File: src/escnt_pkg.sv
// Purpose: shared constants for the frame statistics counter bank
// Assumes: 32-bit Avalon-MM word bus, byte addresses
// Notes: counter bases and the irq registers are spaced 0x10 apart
package escnt_pkg;
	localparam int ESCNT_NUM = 5;
	localparam int ESCNT_W = 16;
	localparam int ESCNT_AW = 8;
	localparam int ESCNT_SHIFT = 4;
	localparam logic [ESCNT_W-1:0] ESCNT_CNT_RST = 16'h0000;
	// counter bases (byte addresses), each with base/clr/set/inv words
	localparam logic [ESCNT_AW-1:0] ESCNT_DROP_BASE = 8'h00;
	localparam logic [ESCNT_AW-1:0] ESCNT_TXOK_BASE = 8'h10;
	localparam logic [ESCNT_AW-1:0] ESCNT_SCOL_BASE = 8'h20;
	localparam logic [ESCNT_AW-1:0] ESCNT_MCOL_BASE = 8'h30;
	localparam logic [ESCNT_AW-1:0] ESCNT_RXOK_BASE = 8'h40;
	localparam logic [ESCNT_AW-1:0] ESCNT_IRQ_BASE = 8'h50;
	localparam logic [ESCNT_AW-1:0] ESCNT_MASK_BASE = 8'h60;
	localparam logic [1:0] ESCNT_ALIAS_BASE = 2'h0;
	localparam logic [1:0] ESCNT_ALIAS_CLR = 2'h1;
	localparam logic [1:0] ESCNT_ALIAS_SET = 2'h2;
	localparam logic [1:0] ESCNT_ALIAS_INV = 2'h3;
	localparam int ESCNT_IRQ_W = 1;
	localparam int ESCNT_RXOVF_BIT = 0;
	localparam logic [ESCNT_IRQ_W-1:0] ESCNT_IRQ_RST = 1'h0;
	localparam logic [31:0] ESCNT_UNMAPPED = 32'h00000000;
endpackage : escnt_pkg

File: src/escnt_counter.sv
// Purpose: one 16-bit statistics counter with alias writes and read clear
// Assumes: at most one bus operation per cycle
// Notes: a same-cycle event is applied after any software update
`timescale 1ns/1ps
module escnt_counter
	import escnt_pkg::*;
#(
	parameter int W = ESCNT_W
)
(
	input wire logic clk,
	input wire logic nrst,
	input wire logic inc,
	input wire logic rd_clr,
	input wire logic wr_en,
	input wire logic [1:0] alias_sel,
	input wire logic [W-1:0] wdata,
	output logic [W-1:0] count
);
	typedef struct packed {
		logic [W-1:0] cnt;
	} escnt_cst_t;

	escnt_cst_t st_r;
	escnt_cst_t st_nxt;

	always_comb
	begin
		st_nxt = st_r;
		if (rd_clr)
			st_nxt.cnt = '0;
		else if (wr_en)
		begin
			case (alias_sel)
				ESCNT_ALIAS_BASE: st_nxt.cnt = wdata;
				ESCNT_ALIAS_CLR: st_nxt.cnt = st_r.cnt & ~wdata;
				ESCNT_ALIAS_SET: st_nxt.cnt = st_r.cnt | wdata;
				ESCNT_ALIAS_INV: st_nxt.cnt = st_r.cnt ^ wdata;
				default: st_nxt.cnt = st_r.cnt;
			endcase
		end
		// event kept on top of clear or write so no count is lost
		if (inc)
			st_nxt.cnt = st_nxt.cnt + 1'b1;
	end

	always_ff @(posedge clk or negedge nrst)
	begin
		if (!nrst)
			st_r <= '{cnt: W'(ESCNT_CNT_RST)};
		else
			st_r <= st_nxt;
	end

	assign count = st_r.cnt;
endmodule : escnt_counter

File: src/escnt_top.sv
// Purpose: frame statistics counter bank with irq status and mask
// Assumes: event inputs are one-cycle pulses synchronous to CLOCK
// Notes: each access answers after one wait cycle
`timescale 1ns/1ps
module escnt_top
	import escnt_pkg::*;
#(
	parameter int W = ESCNT_W
)
(
	input wire logic CLOCK,
	input wire logic NRST,
	input wire logic [ESCNT_AW-1:0] AVS_ADDRESS,
	input wire logic AVS_READ,
	input wire logic AVS_WRITE,
	input wire logic [31:0] AVS_WRITEDATA,
	input wire logic [3:0] AVS_BYTEENABLE,
	output logic [31:0] AVS_READDATA,
	output logic AVS_WAITREQUEST,
	input wire logic RX_OVERRUN_DROP,
	input wire logic TX_DONE_OK,
	input wire logic TX_COLLISION_COUNT_ONE,
	input wire logic TX_COLLISION_COUNT_MANY,
	input wire logic RX_FILTER_ACCEPT,
	input wire logic RX_FCS_ERROR,
	input wire logic RX_ALIGN_ERROR,
	output logic IRQ
);
	////////////////////////////////////////////////////////////////////
	typedef enum logic [1:0]
	{
		BUS_IDLE = 2'b01,
		BUS_ANSWER = 2'b10
	} escnt_bus_t;

	typedef struct packed {
		escnt_bus_t bus;
		logic wait_req;
		logic [31:0] rdata;
		logic [ESCNT_IRQ_W-1:0] irq_stat;
		logic [ESCNT_IRQ_W-1:0] irq_mask;
		logic irq;
	} escnt_st_t;

	// waitrequest idles high so a fresh request is never answered early
	localparam escnt_st_t ESCNT_ST_RST = '{
		bus: BUS_IDLE,
		wait_req: 1'b1,
		rdata: ESCNT_UNMAPPED,
		irq_stat: ESCNT_IRQ_RST,
		irq_mask: ESCNT_IRQ_RST,
		irq: 1'b0
	};

	escnt_st_t st_r;
	escnt_st_t st_nxt;

	logic [ESCNT_NUM-1:0] inc;
	logic [ESCNT_NUM-1:0] rd_clr;
	logic [ESCNT_NUM-1:0] wr_en;
	logic [W-1:0] count [ESCNT_NUM];
	logic [ESCNT_AW-1:0] base [ESCNT_NUM];
	logic [ESCNT_AW-1:0] word_base;
	logic [1:0] alias_sel;
	logic req;
	logic take;
	logic low_be;
	logic first;
	logic rd_first;
	logic wr_take;
	logic is_base;
	logic hit_irq;
	logic hit_mask;
	logic [ESCNT_NUM-1:0] hit_cnt;
	logic [W-1:0] rd_word [ESCNT_NUM];
	logic tx_one_col;
	logic tx_many_col;
	logic rx_bad;

	////////////////////////////////////////////////////////////////////
	assign req = AVS_READ | AVS_WRITE;
	// first edge of a request: read data and read clear are taken here,
	// so an event on this same edge lands after the clear and is kept
	assign first = req & (st_r.bus == BUS_IDLE);
	// answer edge: waitrequest is low and a write takes effect
	assign take = req & (st_r.bus == BUS_ANSWER);
	assign rd_first = first & AVS_READ;
	assign wr_take = take & AVS_WRITE;
	assign alias_sel = AVS_ADDRESS[ESCNT_SHIFT-1:ESCNT_SHIFT-$bits(alias_sel)];
	assign word_base = {AVS_ADDRESS[ESCNT_AW-1:ESCNT_SHIFT],
		{ESCNT_SHIFT{1'b0}}};
	assign low_be = AVS_BYTEENABLE[0] | AVS_BYTEENABLE[1];
	assign is_base = (alias_sel == ESCNT_ALIAS_BASE);
	assign hit_irq = (word_base == ESCNT_IRQ_BASE);
	assign hit_mask = (word_base == ESCNT_MASK_BASE);

	assign base[0] = ESCNT_DROP_BASE;
	assign base[1] = ESCNT_TXOK_BASE;
	assign base[2] = ESCNT_SCOL_BASE;
	assign base[3] = ESCNT_MCOL_BASE;
	assign base[4] = ESCNT_RXOK_BASE;

	// collision counts only qualify on a successful send
	assign tx_one_col = TX_DONE_OK & TX_COLLISION_COUNT_ONE;
	assign tx_many_col = TX_DONE_OK & TX_COLLISION_COUNT_MANY;
	// either receive error vetoes the accept pulse
	assign rx_bad = RX_FCS_ERROR | RX_ALIGN_ERROR;
	assign inc[0] = RX_OVERRUN_DROP;
	assign inc[1] = TX_DONE_OK;
	assign inc[2] = tx_one_col;
	assign inc[3] = tx_many_col;
	assign inc[4] = RX_FILTER_ACCEPT & ~rx_bad;

	////////////////////////////////////////////////////////////////////
	genvar gi;
	generate
		for (gi = 0; gi < ESCNT_NUM; gi++)
		begin : g_cnt
			logic hit;
			assign hit = (word_base == base[gi]);
			assign hit_cnt[gi] = hit;
			// zero unless this counter's base word is read
			assign rd_word[gi] = (hit & is_base) ? count[gi] : '0;
			// only the base word clears on read; alias reads return zero and clear nothing
			assign rd_clr[gi] = rd_first & hit & is_base & low_be;
			assign wr_en[gi] = wr_take & hit;
			escnt_counter #(
				.W(W)
			) u_cnt (
				.clk(CLOCK),
				.nrst(NRST),
				.inc(inc[gi]),
				.rd_clr(rd_clr[gi]),
				.wr_en(wr_en[gi]),
				.alias_sel(alias_sel),
				.wdata(AVS_WRITEDATA[W-1:0]),
				.count(count[gi])
			);
		end
	endgenerate

	////////////////////////////////////////////////////////////////////
	// one alias scheme for the status word, as for the counters
	function automatic logic [ESCNT_IRQ_W-1:0] escnt_alias(
		input logic [1:0] sel,
		input logic [ESCNT_IRQ_W-1:0] old,
		input logic [ESCNT_IRQ_W-1:0] wv
	);
		logic [ESCNT_IRQ_W-1:0] res;
		res = old;
		case (sel)
			ESCNT_ALIAS_BASE:
			begin
				res = wv;
			end
			ESCNT_ALIAS_CLR:
			begin
				res = old & ~wv;
			end
			ESCNT_ALIAS_SET:
			begin
				res = old | wv;
			end
			ESCNT_ALIAS_INV:
			begin
				res = old ^ wv;
			end
			default:
			begin
				res = old;
			end
		endcase
		return res;
	endfunction : escnt_alias

	////////////////////////////////////////////////////////////////////
	always_comb
	begin
		logic [ESCNT_IRQ_W-1:0] wv;
		logic [ESCNT_IRQ_W-1:0] ev;
		logic [W-1:0] rd_cnt;
		logic cnt_hit;
		wv = AVS_WRITEDATA[ESCNT_IRQ_W-1:0];
		ev = '0;
		rd_cnt = '0;
		cnt_hit = 1'b0;
		st_nxt = st_r;
		ev[ESCNT_RXOVF_BIT] = RX_OVERRUN_DROP;

		// bus handshake: one wait edge, then one answer edge
		case (st_r.bus)
			BUS_IDLE:
			begin
				if (req)
				begin
					st_nxt.bus = BUS_ANSWER;
					st_nxt.wait_req = 1'b0;
				end
				else
				begin
					st_nxt.bus = BUS_IDLE;
					st_nxt.wait_req = 1'b1;
				end
			end
			BUS_ANSWER:
			begin
				// the master drops or renews its request after this edge
				st_nxt.bus = BUS_IDLE;
				st_nxt.wait_req = 1'b1;
			end
			default:
			begin
				st_nxt.bus = BUS_IDLE;
				st_nxt.wait_req = 1'b1;
			end
		endcase

		// status and mask writes land on the answer edge
		if (wr_take & hit_irq)
		begin
			st_nxt.irq_stat = escnt_alias(alias_sel, st_r.irq_stat, wv);
		end
		else if (wr_take & hit_mask & is_base)
		begin
			st_nxt.irq_mask = wv;
		end
		// set beats a same-cycle clear
		st_nxt.irq_stat = st_nxt.irq_stat | ev;
		// taken from the next state so irq leaves a flop in step
		st_nxt.irq = |(st_nxt.irq_stat & st_nxt.irq_mask);

		// per-counter words are zero unless hit, so an or is the mux
		for (int i = 0; i < ESCNT_NUM; i++)
		begin
			rd_cnt = rd_cnt | rd_word[i];
			cnt_hit = cnt_hit | hit_cnt[i];
		end

		// captured on the first edge so it stands on the answer edge;
		// held until the next read, alias and unmapped words read zero
		if (rd_first)
		begin
			if (!is_base)
			begin
				st_nxt.rdata = ESCNT_UNMAPPED;
			end
			else if (cnt_hit)
			begin
				st_nxt.rdata = 32'(rd_cnt);
			end
			else if (hit_irq)
			begin
				st_nxt.rdata = 32'(st_r.irq_stat);
			end
			else if (hit_mask)
			begin
				st_nxt.rdata = 32'(st_r.irq_mask);
			end
			else
			begin
				st_nxt.rdata = ESCNT_UNMAPPED;
			end
		end
	end

	always_ff @(posedge CLOCK or negedge NRST)
	begin
		if (!NRST)
		begin
			st_r <= ESCNT_ST_RST;
		end
		else
		begin
			st_r <= st_nxt;
		end
	end

	////////////////////////////////////////////////////////////////////
	// every output leaves straight from the state register
	assign AVS_WAITREQUEST = st_r.wait_req;
	assign AVS_READDATA = st_r.rdata;
	assign IRQ = st_r.irq;
endmodule : escnt_top

File: config.mk
export PLATFORM = sky130hd
export DESIGN_NAME = escnt_top
export DESIGN_NICKNAME = d
export VERILOG_FILES = /design/src/escnt_pkg.sv /design/src/escnt_counter.sv /design/src/escnt_top.sv
export SDC_FILE = /design/constraint.sdc
export NUM_CORES = 1
export LEC_CHECK = 0
export ABC_AREA = 1
export BUFFER_PORTS_ARGS = -buffer_cell sky130_fd_sc_hd__buf_2
export CORE_MARGIN = 4
export CORE_UTILIZATION = 35
export DETAILED_ROUTE_END_ITERATION = 8
export SLEW_MARGIN = 20
export SYNTH_ARGS = -nofsm -noshare
export SYNTH_HDL_FRONTEND = slang
export SYNTH_SLANG_ARGS = --single-unit
File: constraint.sdc
create_clock -name CLOCK -period 6.2 [get_ports CLOCK]
set_clock_uncertainty 0.05 [all_clocks]
set_input_delay 0.31 -clock CLOCK [delete_from_list [all_inputs] [get_ports CLOCK]]
set_output_delay 0.31 -clock CLOCK [all_outputs]
set_load 0.005 [all_outputs]
# After elaboration in Yosys (flattened, before gate mapping)
# Index checks and enable logic that the tools add are counted.
# Widths: inputs -> output; s select.
# totals
ff_bits,118
output_inout_bits,34
in_bits,55
elab_cells,133
# classes
n_addsub,5
mux,35
n_reduce_logical,2
n_bitwise,69
n_eq_ne,11
# ops
cell,count
$mux 16,22
$pmux 16 s4,5
$or 16x16->16,9
$add 16x1->16 const B,5
$and 16x16->16,5
$xor 16x16->16,5
$and 1x1->1,37
$not 16->16,1
$eq 4x3->1 const B,3
$or 1x1->1,9
$eq 4x2->1 const B,2
$logic_not 8->1,1
$eq 2x2->1 const B,3
$mux 3,2
$mux 1,5
$eq 2x1->1 const B,2
$eq 4x1->1 const B,1
$pmux 1 s4,1
$logic_not 2->1,1
$not 1->1,2
$xor 1x1->1,1

# Logic depth before layout (Yosys ltp)
# Gate-level depths: netlist (run 1).
# depth
depth_word,9
depth_mapped,17
mapped_depth_nobuf,16

# By module
# From an unflattened synthesis (run 1), not the netlist that was laid out.
# unflattened
cells_unflattened,1877
area_unflattened_um2,12733.5
# by_module_without_submodules
mod,n_inst,area_each_um2,cells_per_inst
escnt_counter at g_cnt[1].u_cnt ...,2,2203.4,318
escnt_counter at g_cnt[0].u_cnt,1,2133.3,304
escnt_counter at g_cnt[3].u_cnt,1,2110.8,303
escnt_counter at g_cnt[4].u_cnt,1,2075.7,324
escnt_top,1,2006.9,310

# Least setup slack after synthesis (run 1)
# No wires, ideal clock.
# synth_path
path_type,reg-to-reg
startpoint,register st_r[36] in the netlist's numbering
endpoint,register g_cnt[4].u_cnt.st_r (netlist bit g_cnt[4].u_cnt.count[10])
arrival_ps,1982
period_less_slack_ps,2155
slack_ps,4045
n_path_buf,1
stages_incl_launch_ff,15
cell_sequence,dfstp_2 inv_2 nand3_4 nor2_4 buf_6 nand2_1 nor2_1 nor2_1 ha_1 inv_1 nor2_1 nand2_1 nor2_1 nand3_1 xor2_1
# synth_rtl
item,line,text
"start, declared",escnt_top.sv:55,escnt_st_t st_r;
"start signal, assigned",escnt_top.sv:274,st_r <= st_nxt;
"end signal, assigned",escnt_counter.sv:50,st_r <= '{cnt: W'(ESCNT_CNT_RST)};
"end signal, assigned",escnt_counter.sv:52,st_r <= st_nxt;
"end, declared",escnt_counter.sv:24,escnt_cst_t st_r;

==> metrics, run 1 <==
status finished clean; sw frac 48.8%; layout cells sized above 1 10.3%; Clock Path Buffers 2; DR pass1 iterations 8; final setup TNS 0 ns; max_cap viols 0; clk slew on worst S/H paths 0.08 ns; Remaining DRCs 0; pins over their slew limit 0; slack of the critical path 2.65 ns; Placed Cells 2274; Clock Sinks 101; WP data arrival 3.74 ns; leakage power 6.68 nW; drt wl/cell 18.7 um; # rows 68; number of port buffers 52; global-route wire length before repair 65900 um; sequential fraction of the synthesis area 20.7%; worst-case reg-to-reg path depth 14; vias per std cell 5.26; worst skew pair latency 0.37 ns; vias in the first global route 11.1k; Critical Path RT 6.38 ns; worst hold path cell count 2; P_sw 1.86 mW; RePlAce Congestion 0.968; highest clock rate 281 MHz; synth warn 0; Hold Crit Start AVS_READ; CTS tree done; H-Tree Depth 3; setup slack at placement 2.38 ns; crit-path max FO 25; multi-input combinational cell area 8140 um2; Chip Width 195 um; crit path launch AVS_ADDRESS[2]; die area 37900 um2; sequential share of power 29.3%; clock root cell clkbuf_16; Detail Route Antenna Nets 0; total global routing overflow 0; clock share of power 17.8%; Starting Density 35.4%; initial antenna violation count 0; total CTS buffers 9; antenna cells 0; Comb pwr share 53.0%; Final period util 57.3%; Hold Worst Slack 0.152 ns; Avg Cell Area, Syn 6.63 um2; largest net degree at the start of global routing 54; via total after detailed routing 12.0k; Crit Path Class in2reg; final layout net count 2053; Min-Delay Path Class in2reg; setup violators final 0; commonest non-fill, non-tap cell in the layout nand2_1; Layout Cells excl Fill 2291; Setup crit end kind register; internal power 1.95 mW; Crit Reg-Reg Startpoint st_r[37]; cell taking the most area after synthesis dfrtp_1; Worst-Margin Slew 0.956 ns; Post-Route WL 42900 um; most frequent cells in the layout nand2_1, inv_1, nor2_1; area share of the largest cell type after synthesis 20.5%; gr usage total 22.2%; final hold vios 0; Post-Synthesis Cells 1838; pwr/cell area 297 nW/um2; #FFs+latches synth 101; Rel. slew slack 36.2%; post-CTS setup buffers 0; cts repair resizes 0; core area 34500 um2; hold_buf cts 1; area of the mapped netlist 12200 um2; R2R Setup Slk 2.98 ns; Startpoint Class primary input; Synth cell types 44; DP HPWL 31700 um; worst vdd ir 0.147 mV; Die Ht 195 um; unrepaired setup endpoints after global routing false; Final min period 3.55 ns; Fillers 3679; IO Pins 89; sequential cell area 2530 um2; area growth from synthesis to layout 5.15%; Iteration-0 DRC Markers 1082; top post-synthesis cells by area dfrtp_1, ha_1, nand2_1
==> state kept, by name, summed over array words and instances (netlist names) <==
name,count
st_r,4
AVS_READDATA,16
g_cnt.u_cnt.count,80
IRQ,1
==> final timing paths <==
kind / end
worst max-delay path: g_cnt[0].u_cnt.count[9]
worst min-delay path: st_r[36]
worst max register to register: g_cnt[4].u_cnt.count[6]
worst min register to register: AVS_READDATA[14]
max in group asynchronous: g_cnt[3].u_cnt.count[7]
min in group asynchronous: st_r[37]
==> power groups by stage <==
stage / combinational [mW] / sequential, mW / clock, mW
final: 2.02 / 1.12 / 0.677
after global routing: 2.32 / 1.14 / 0.714
after detailed placement: 1.99 / 1.12 / 0
after floorplan: 1.53 / 1.04 / 0
after global placement: 1.92 / 1.11 / 0
after CTS: 2.00 / 1.11 / 0.690
==> metrics by stage <==
stage / instance area, um2 / utilization (%) / power, mW
after global placement: 12500 / 36.2 / 3.03
after global routing: 12800 / 37.2 / 4.17
after CTS: 12800 / 37.2 / 3.80
after floorplan: 12200 / - / 2.57
after detailed placement: 12500 / 36.2 / 3.11
final: 12800 / 37.2 / 3.81
==> metal layers <==
| layer | track usage, % | part of all wire (%) | vias up |
|---|---|---|---|
| li1 | - | - | 5752 |
| met1 | 31.5 | 44 | 5735 |
| met2 | 34.7 | 45 | 490 |
| met3 | 3.28 | 8.0 | 65 |
| met4 | 7.34 | 3.1 | 0 |
| met5 | 0 | 0 | - |
==> final cells by class <==
class	count	area share [%]
flip-flops and latches	101	19.7
repair buffers	59	2.48
clock buffers	11	1.97
clock inverters	5	0.634
multi-input cells	1413	63.5
inverters	247	7.27
well taps	455	4.44
==> kinds of logic after synthesis <==
group	Yosys count	synth area share, %
compound gates	154	7.53
xor+xnor	45	3.23
fa+ha+maj	167	17.1
buf+inv	339	13.0
flops	101	20.7
other cells	1	0.0308
simple gates	1031	38.4
==> critical path, cell delays in order <==
cell and delay (ns):
buf_2 0.28, buf_4 0.31, nor2_4 0.60, nand3_1 0.67, nor2_1 0.69, nor2_1 0.11
nand2_1 0.13, inv_1 0.07, nand2_1 0.13, nor2_1 0.07, nand2_1 0.14, nor2_1 0.07
xor2_1 0.15
==> Yosys cell counts, drive strengths merged <==
| cell type | instances |
|---|---|
| a211oi | 15 |
| a21oi | 15 |
| a31oi | 1 |
| a41o | 1 |
| and2 | 1 |
| buf | 75 |
| clkbuf | 17 |
| clkinv | 1 |
| conb | 1 |
| dfrtp | 100 |
| dfstp | 1 |
| ha | 167 |
| inv | 246 |
| nand2 | 530 |
| nand3 | 179 |
| nand3b | 12 |
| nand4 | 21 |
| nor2 | 254 |
| nor3 | 17 |
| nor3b | 1 |
| o2111ai | 1 |
| o211ai | 17 |
| o21ai | 70 |
| o21bai | 3 |
| o22ai | 31 |
| or2 | 16 |
| xnor2 | 9 |
| xor2 | 36 |
Power figures use the tool's default switching activity.
==> inputs of run 2 (changes only) <==
- clock period: 6.2 -> 3.6 ns (I/O delays scaled with it)
==> run 2 against run 1 <==
  * Combinational power increased by 73%
  * Non-clock buffer count grew 19
  * Critical path depth grew 1
==> metrics, run 2 (synthesis results as in run 1) <==
drt wl/cell 18.4 um (-1.7%); pwr/cell area 508 nW/um2 (+71%); number of port buffers 52 (unchanged); Detail Route Antenna Nets 0 (unchanged); pins over their slew limit 0 (unchanged); slack of the critical path 0.770 ns (-1.88 ns); final hold vios 0 (unchanged); layout cells sized above 1 11.2% (+0.86 points); DR pass1 iterations 5 (-3); total global routing overflow 0 (unchanged); vias in the first global route 11.2k (+0.86%); most frequent cells in the layout nand2_1, inv_1, nor2_1; area growth from synthesis to layout 6.84%; WP data arrival 3.05 ns (-0.69 ns); critical-path cell list nand2_2 > nor2_8 > nand3_2 > nand2_1 > nand2_1 > nor2_2 > ha_1 > inv_1 > nor2_1 > nand2_1 > inv_1 > nand3_1 > nand2_1 > inv_1; Starting Density 35.4% (unchanged); Clock Path Buffers 2 (unchanged); status finished clean; delay-heaviest family, CP simple AND/OR/NAND/NOR gates; CP most frequent cell nand2_1; gr usage total 21.9% (-0.34 points); crit-path max FO 19 (-24%); via total after detailed routing 12.0k (-0.12%); max_cap viols 0 (unchanged); Crit Reg-Reg Startpoint st_r[37]; sequential share of power 29.3% (about the same); DP HPWL 32000 um (+0.91%); Crit Path Class reg2reg; clock share of power 17.7% (about the same); RePlAce Congestion 0.958 (-1.1%); leakage power 6.80 nW (+1.7%); Iteration-0 DRC Markers 1140 (+5.4%); largest net degree at the start of global routing 57 (+5.6%); unrepaired setup endpoints after global routing false; Remaining DRCs 0 (unchanged); Final min period 2.83 ns; worst vdd ir 0.292 mV (+99%); Rel. slew slack 45.1% (+8.9 points); IO Pins 89 (unchanged); setup slack at placement 0.811 ns (-1.57 ns); worst skew pair latency 0.36 ns (about the same); Slowest cell on crit path dfrtp_1; H-Tree Depth 3 (unchanged); max reg flops 80 (unchanged); critical register-to-register path endpoint g_cnt[2].u_cnt.count[14]; internal power 3.41 mW (+75%); CP Buf/Inv Count 3 (unchanged); Die Ht 195 um (unchanged); final layout net count 2072 (+0.93%); die area 37900 um2 (unchanged); Post-Route WL 42500 um (-0.85%); global-route wire length before repair 64700 um (-1.8%); Min-Delay Path Class in2reg; Final period util 78.6%; Clock Sinks 101 (unchanged); setup violators final 0 (unchanged); Chip Width 195 um (unchanged); core area 34500 um2 (unchanged); P_sw 3.20 mW (+72%); final setup TNS 0 ns (unchanged); CTS tree done; Crit path depth 14 (+1); CP peak stage delay 0.44 ns (-0.25 ns); commonest non-fill, non-tap cell in the layout nand2_1; vias per std cell 5.21 (-0.95%); Setup crit end kind register; Critical Path RT 3.82 ns (-2.56 ns); Worst-Margin Slew 0.823 ns (-0.132 ns); initial antenna violation count 1 (+1); worst-case reg-to-reg path depth 14 (unchanged); Startpoint Class register; sw frac 48.4% (-0.46 points); crit path launch st_r[37]; clock root cell clkbuf_16; R2R Setup Slk 0.77 ns (-2.21 ns); Comb pwr share 52.9% (about the same); Hold Worst Slack 0.0183 ns (-0.133 ns); clk slew on worst S/H paths 0.08 ns (about the same); antenna cells 0 (unchanged); highest clock rate 353 MHz; total CTS buffers 9 (unchanged); # rows 68 (unchanged); end of the critical path g_cnt[2].u_cnt.count[14]
run 2: changes by cell type in the layout (fill, tap and decap cells not counted), sizes merged:
cell	delta
buf	+18
clkbuf	+2
clkinvlp	-1
dlygate4sd3	+1
inv	-1
run 2: how the worst min path moves through the flow:
stage	from	end	slack, ns	cells after the start
6_report	AVS_WRITE	st_r[36]	0.02	2
3_5_place_dp	NRST	IRQ	0.28	1
5_1_grt	AVS_WRITE	st_r[36]	0.04	2
3_3_place_gp	NRST	IRQ	0.27	1
4_1_cts	AVS_WRITE	st_r[36]	0.02	2
2_1_floorplan	NRST	AVS_READDATA[0]	-0.17	0
run 2: area by class of cell:
class	instances	area, um2
flip-flops and latches	101	2530
multi-input cells	1413	8140
well taps	455	569
repair buffers	78	513
inverters	247	932
clock buffers	13	280
clock inverters	3	65.1
fillers	3667	21400
run 2: worst reg2reg max path, cell delays in order, from the launching register on:
cell and delay, ns:
dfrtp_1 0.44, nand2_2 0.12, nor2_8 0.30, nand3_2 0.42
nand2_1 0.16, nand2_1 0.08, nor2_2 0.20, ha_1 0.18
inv_1 0.05, nor2_1 0.21, nand2_1 0.17, inv_1 0.14
nand3_1 0.09, nand2_1 0.08, inv_1 0.04
run 2: power by group through the flow:
stage	Clock (mW)	Sequential (mW)	Combinational, mW
6_report	1.17	1.94	3.50
5_1_grt	1.23	1.98	4.01
4_1_cts	1.18	1.92	3.46
3_5_place_dp	0	1.94	3.44
3_3_place_gp	0	1.92	3.33
2_1_floorplan	0	1.80	2.64
run 2: metrics by stage:
step / util (%) / std cells / power (mW) / area [um2]
3_5_place_dp: 36.7 / 2292 / 5.37 / 12700
5_1_grt: 37.8 / 2310 / 7.22 / 13000
3_3_place_gp: 36.7 / 2292 / 5.25 / 12700
6_report: 37.8 / 2310 / 6.61 / 13000
2_1_floorplan: - / 1853 / 4.43 / 12200
4_1_cts: 37.8 / 2310 / 6.57 / 13000
run 2: timing repair:
item / CTS / global route
buffers inserted: 0 / 0
endpoints found under the hold margin: 56 / 0
resized for setup: 0 / 0
hold buffers: 2 / 0
run 2: per-layer routing:
metal  wire (um)  vias to the layer above  GRT usage, %
met4        1560                        0          8.39
li1            -                     5798             -
met2       18900                      500          35.0
met1       18600                     5647          29.8
met3        3500                       82          3.29
met5           0                        -             0
==> inputs of run 3 (changes only) <==
- clock period: 3.6 -> 2.77 ns (I/O delays scaled with it)
==> run 3 against run 2 <==
  * Flip-flop and latch count is the same
  * Critical path type unchanged
  * Final cell count up 1.3%
  * Fmax increased by 12%
  * Critical path depth is 2 lower
  * Clock-buffer cell count fell by 3
  * Largest cell class unchanged
  * Global-route usage rose by 0.45 points
  * Non-clock buffer count grew 31
  * Highest routed layer is now met5
  * Register-to-register slack got worse by 0.52 ns
  * Via count grew 0.87%
  * Wire length is 1.3% higher
==> metrics, run 3 (synthesis results as in run 1) <==
placed cell area 12900 um2 (+1.9%); layout cells sized above 1 12.6% (+1.4 points); unrepaired setup endpoints after global routing false; setup slack at placement 0.228 ns (-0.583 ns); Crit Path Class reg2reg; DP HPWL 33000 um (+3.3%); core area 34500 um2 (unchanged); Setup crit end kind register; Detail Route Antenna Nets 0 (unchanged); total CTS buffers 9 (unchanged); Met2 Wirelength 18600 um (-1.7%); global-route wire length before repair 66300 um (+2.3%); Clock Path Buffers 2 (unchanged); Critical Path RT 2.97 ns (-0.85 ns); leakage power 6.92 nW (+1.9%); cts repair resizes 0 (unchanged); worst vdd ir 0.354 mV (+21%); Startpoint Class register; antenna cells 0 (unchanged); Iteration-0 DRC Markers 1052 (-7.7%); pwr/cell area 647 nW/um2 (+27%); RePlAce Congestion 0.992 (+3.6%); worst skew pair latency 0.37 ns (about the same); CP most frequent cell nor2_1; multi-input combinational cell area 8140 um2 (unchanged); final layout net count 2103 (+1.5%); Final min period 2.52 ns (-0.308 ns); slack of the critical path 0.248 ns (-0.522 ns); critical-path cell list nor2_8 > buf_4 > nand3_1 > nor2_1 > nor2_1 > ha_1 > inv_1 > nor2_1 > nand2_1 > nor2_1 > nand3_1 > xor2_1; Min-Delay Path Class in2reg; Slowest cell on crit path dfstp_2; Clock Sinks 101 (unchanged); area growth from synthesis to layout 8.57%; total global routing overflow 0 (unchanged); vias in the first global route 11.4k (+1.7%); DR pass1 iterations 6 (+1); initial antenna violation count 1 (unchanged); gr usage total 22.3% (+0.45 points); Hold Worst Slack 0.0466 ns (+0.0283 ns); most frequent cells in the layout nand2_1, inv_1, nor2_1; Starting Density 35.4% (unchanged); sequential cell area 2530 um2 (unchanged); die area 37900 um2 (unchanged); top sig layer met5; Post-Route WL 43100 um (+1.3%); setup violators final 0 (unchanged); clock root cell clkbuf_16; final setup TNS 0 ns (unchanged); commonest non-fill, non-tap cell in the layout nand2_1; vias per std cell 5.18 (-0.46%); Die Ht 195 um (unchanged); Rel. slew slack 56.5% (+11 points); WP data arrival 2.72 ns (-0.33 ns); IO Pins 89 (unchanged); crit-path max FO 14 (-5); Worst-Margin Slew 0.652 ns (-0.171 ns); CP peak stage delay 0.62 ns (+0.18 ns); drt wl/cell 18.4 um (about the same); max_cap viols 0 (unchanged); Chip Width 195 um (unchanged); number of port buffers 52 (unchanged); final instance area 13200 um2 (+1.6%); WL met1 18700 um (+0.57%); routed wl met3 3830 um (+9.4%); via total after detailed routing 12.1k (+0.87%); Remaining DRCs 0 (unchanged); # rows 68 (unchanged); pins over their slew limit 0 (unchanged); Fillers 3698 (+0.85%); status finished clean; H-Tree Depth 3 (unchanged); max reg flops 80 (unchanged); CTS tree done; final hold vios 0 (unchanged); largest net degree at the start of global routing 102 (+79%); Final period util 91.1% (+12 points); highest clock rate 396 MHz (+12%); clk slew on worst S/H paths 0.08 ns (about the same)
## run 3: layout make-up
| cell class | instances | area share (%) |
|---|---|---|
| Sequential cell | 101 | 19.1 |
| Tap cell | 455 | 4.30 |
| Multi-Input combinational cell | 1413 | 61.5 |
| Inverter | 247 | 7.04 |
| Timing Repair Buffer | 109 | 5.75 |
| Clock buffer | 10 | 1.81 |
| Clock inverter | 6 | 0.520 |
## run 3: repair_timing
action                                 in CTS  in global routing
buffers inserted                            0                  0
endpoints found under the hold margin     101                  0
setup endpoints to repair                   0                  0
hold buffers                                3                  0
## run 3: power breakdown
group | leakage, nW | switching (mW) | internal [mW]
clock network | 0.149 | 0.665 | 0.735
registers | 1.22 | 0.543 | 2.01
logic | 5.55 | 3.01 | 1.59
total | 6.92 | 4.22 | 4.34
## run 3: metrics by stage
stage / utilization [%] / cells / power, mW
6_report: 38.4 / 2341 / 8.56
5_1_grt: 38.4 / 2341 / 9.37
4_1_cts: 38.4 / 2341 / 8.52
3_5_place_dp: 37.4 / 2322 / 7.07
3_3_place_gp: 37.4 / 2322 / 6.92
2_1_floorplan: - / 1853 / 5.76
## run 3: worst paths after layout
kind | cells past startpoint | start | slack (ns) | to
worst min register to register | 2 | AVS_READDATA[3] | 0.43 | AVS_READDATA[3]
worst max-delay path | 12 | st_r[36] | 0.25 | g_cnt[4].u_cnt.count[10]
min in group asynchronous | 3 | NRST | 0.35 | g_cnt[0].u_cnt.count[4]
worst max register to register | 12 | st_r[36] | 0.25 | g_cnt[4].u_cnt.count[10]
worst min-delay path | 3 | AVS_WRITE | 0.05 | st_r[37]
max in group asynchronous | 3 | NRST | 1.88 | g_cnt[2].u_cnt.count[7]
## run 3: critical path, delay by kind of cell (launching register included)
kind	cells	cell delay, ns
AND/OR/NAND/NOR	8	1.14
XOR/XNOR	1	0.17
buffers and inverters	2	0.22
flip-flops	1	0.62
adder cells (fa/ha/maj)	1	0.19
## run 3: per-layer routing
| metal | track usage (%) | up-vias |
|---|---|---|
| met1 | 30.4 | 5676 |
| met2 | 34.7 | 508 |
| met4 | 9.45 | 2 |
| met3 | 4.23 | 103 |
| li1 | - | 5843 |
| met5 | 0 | - |
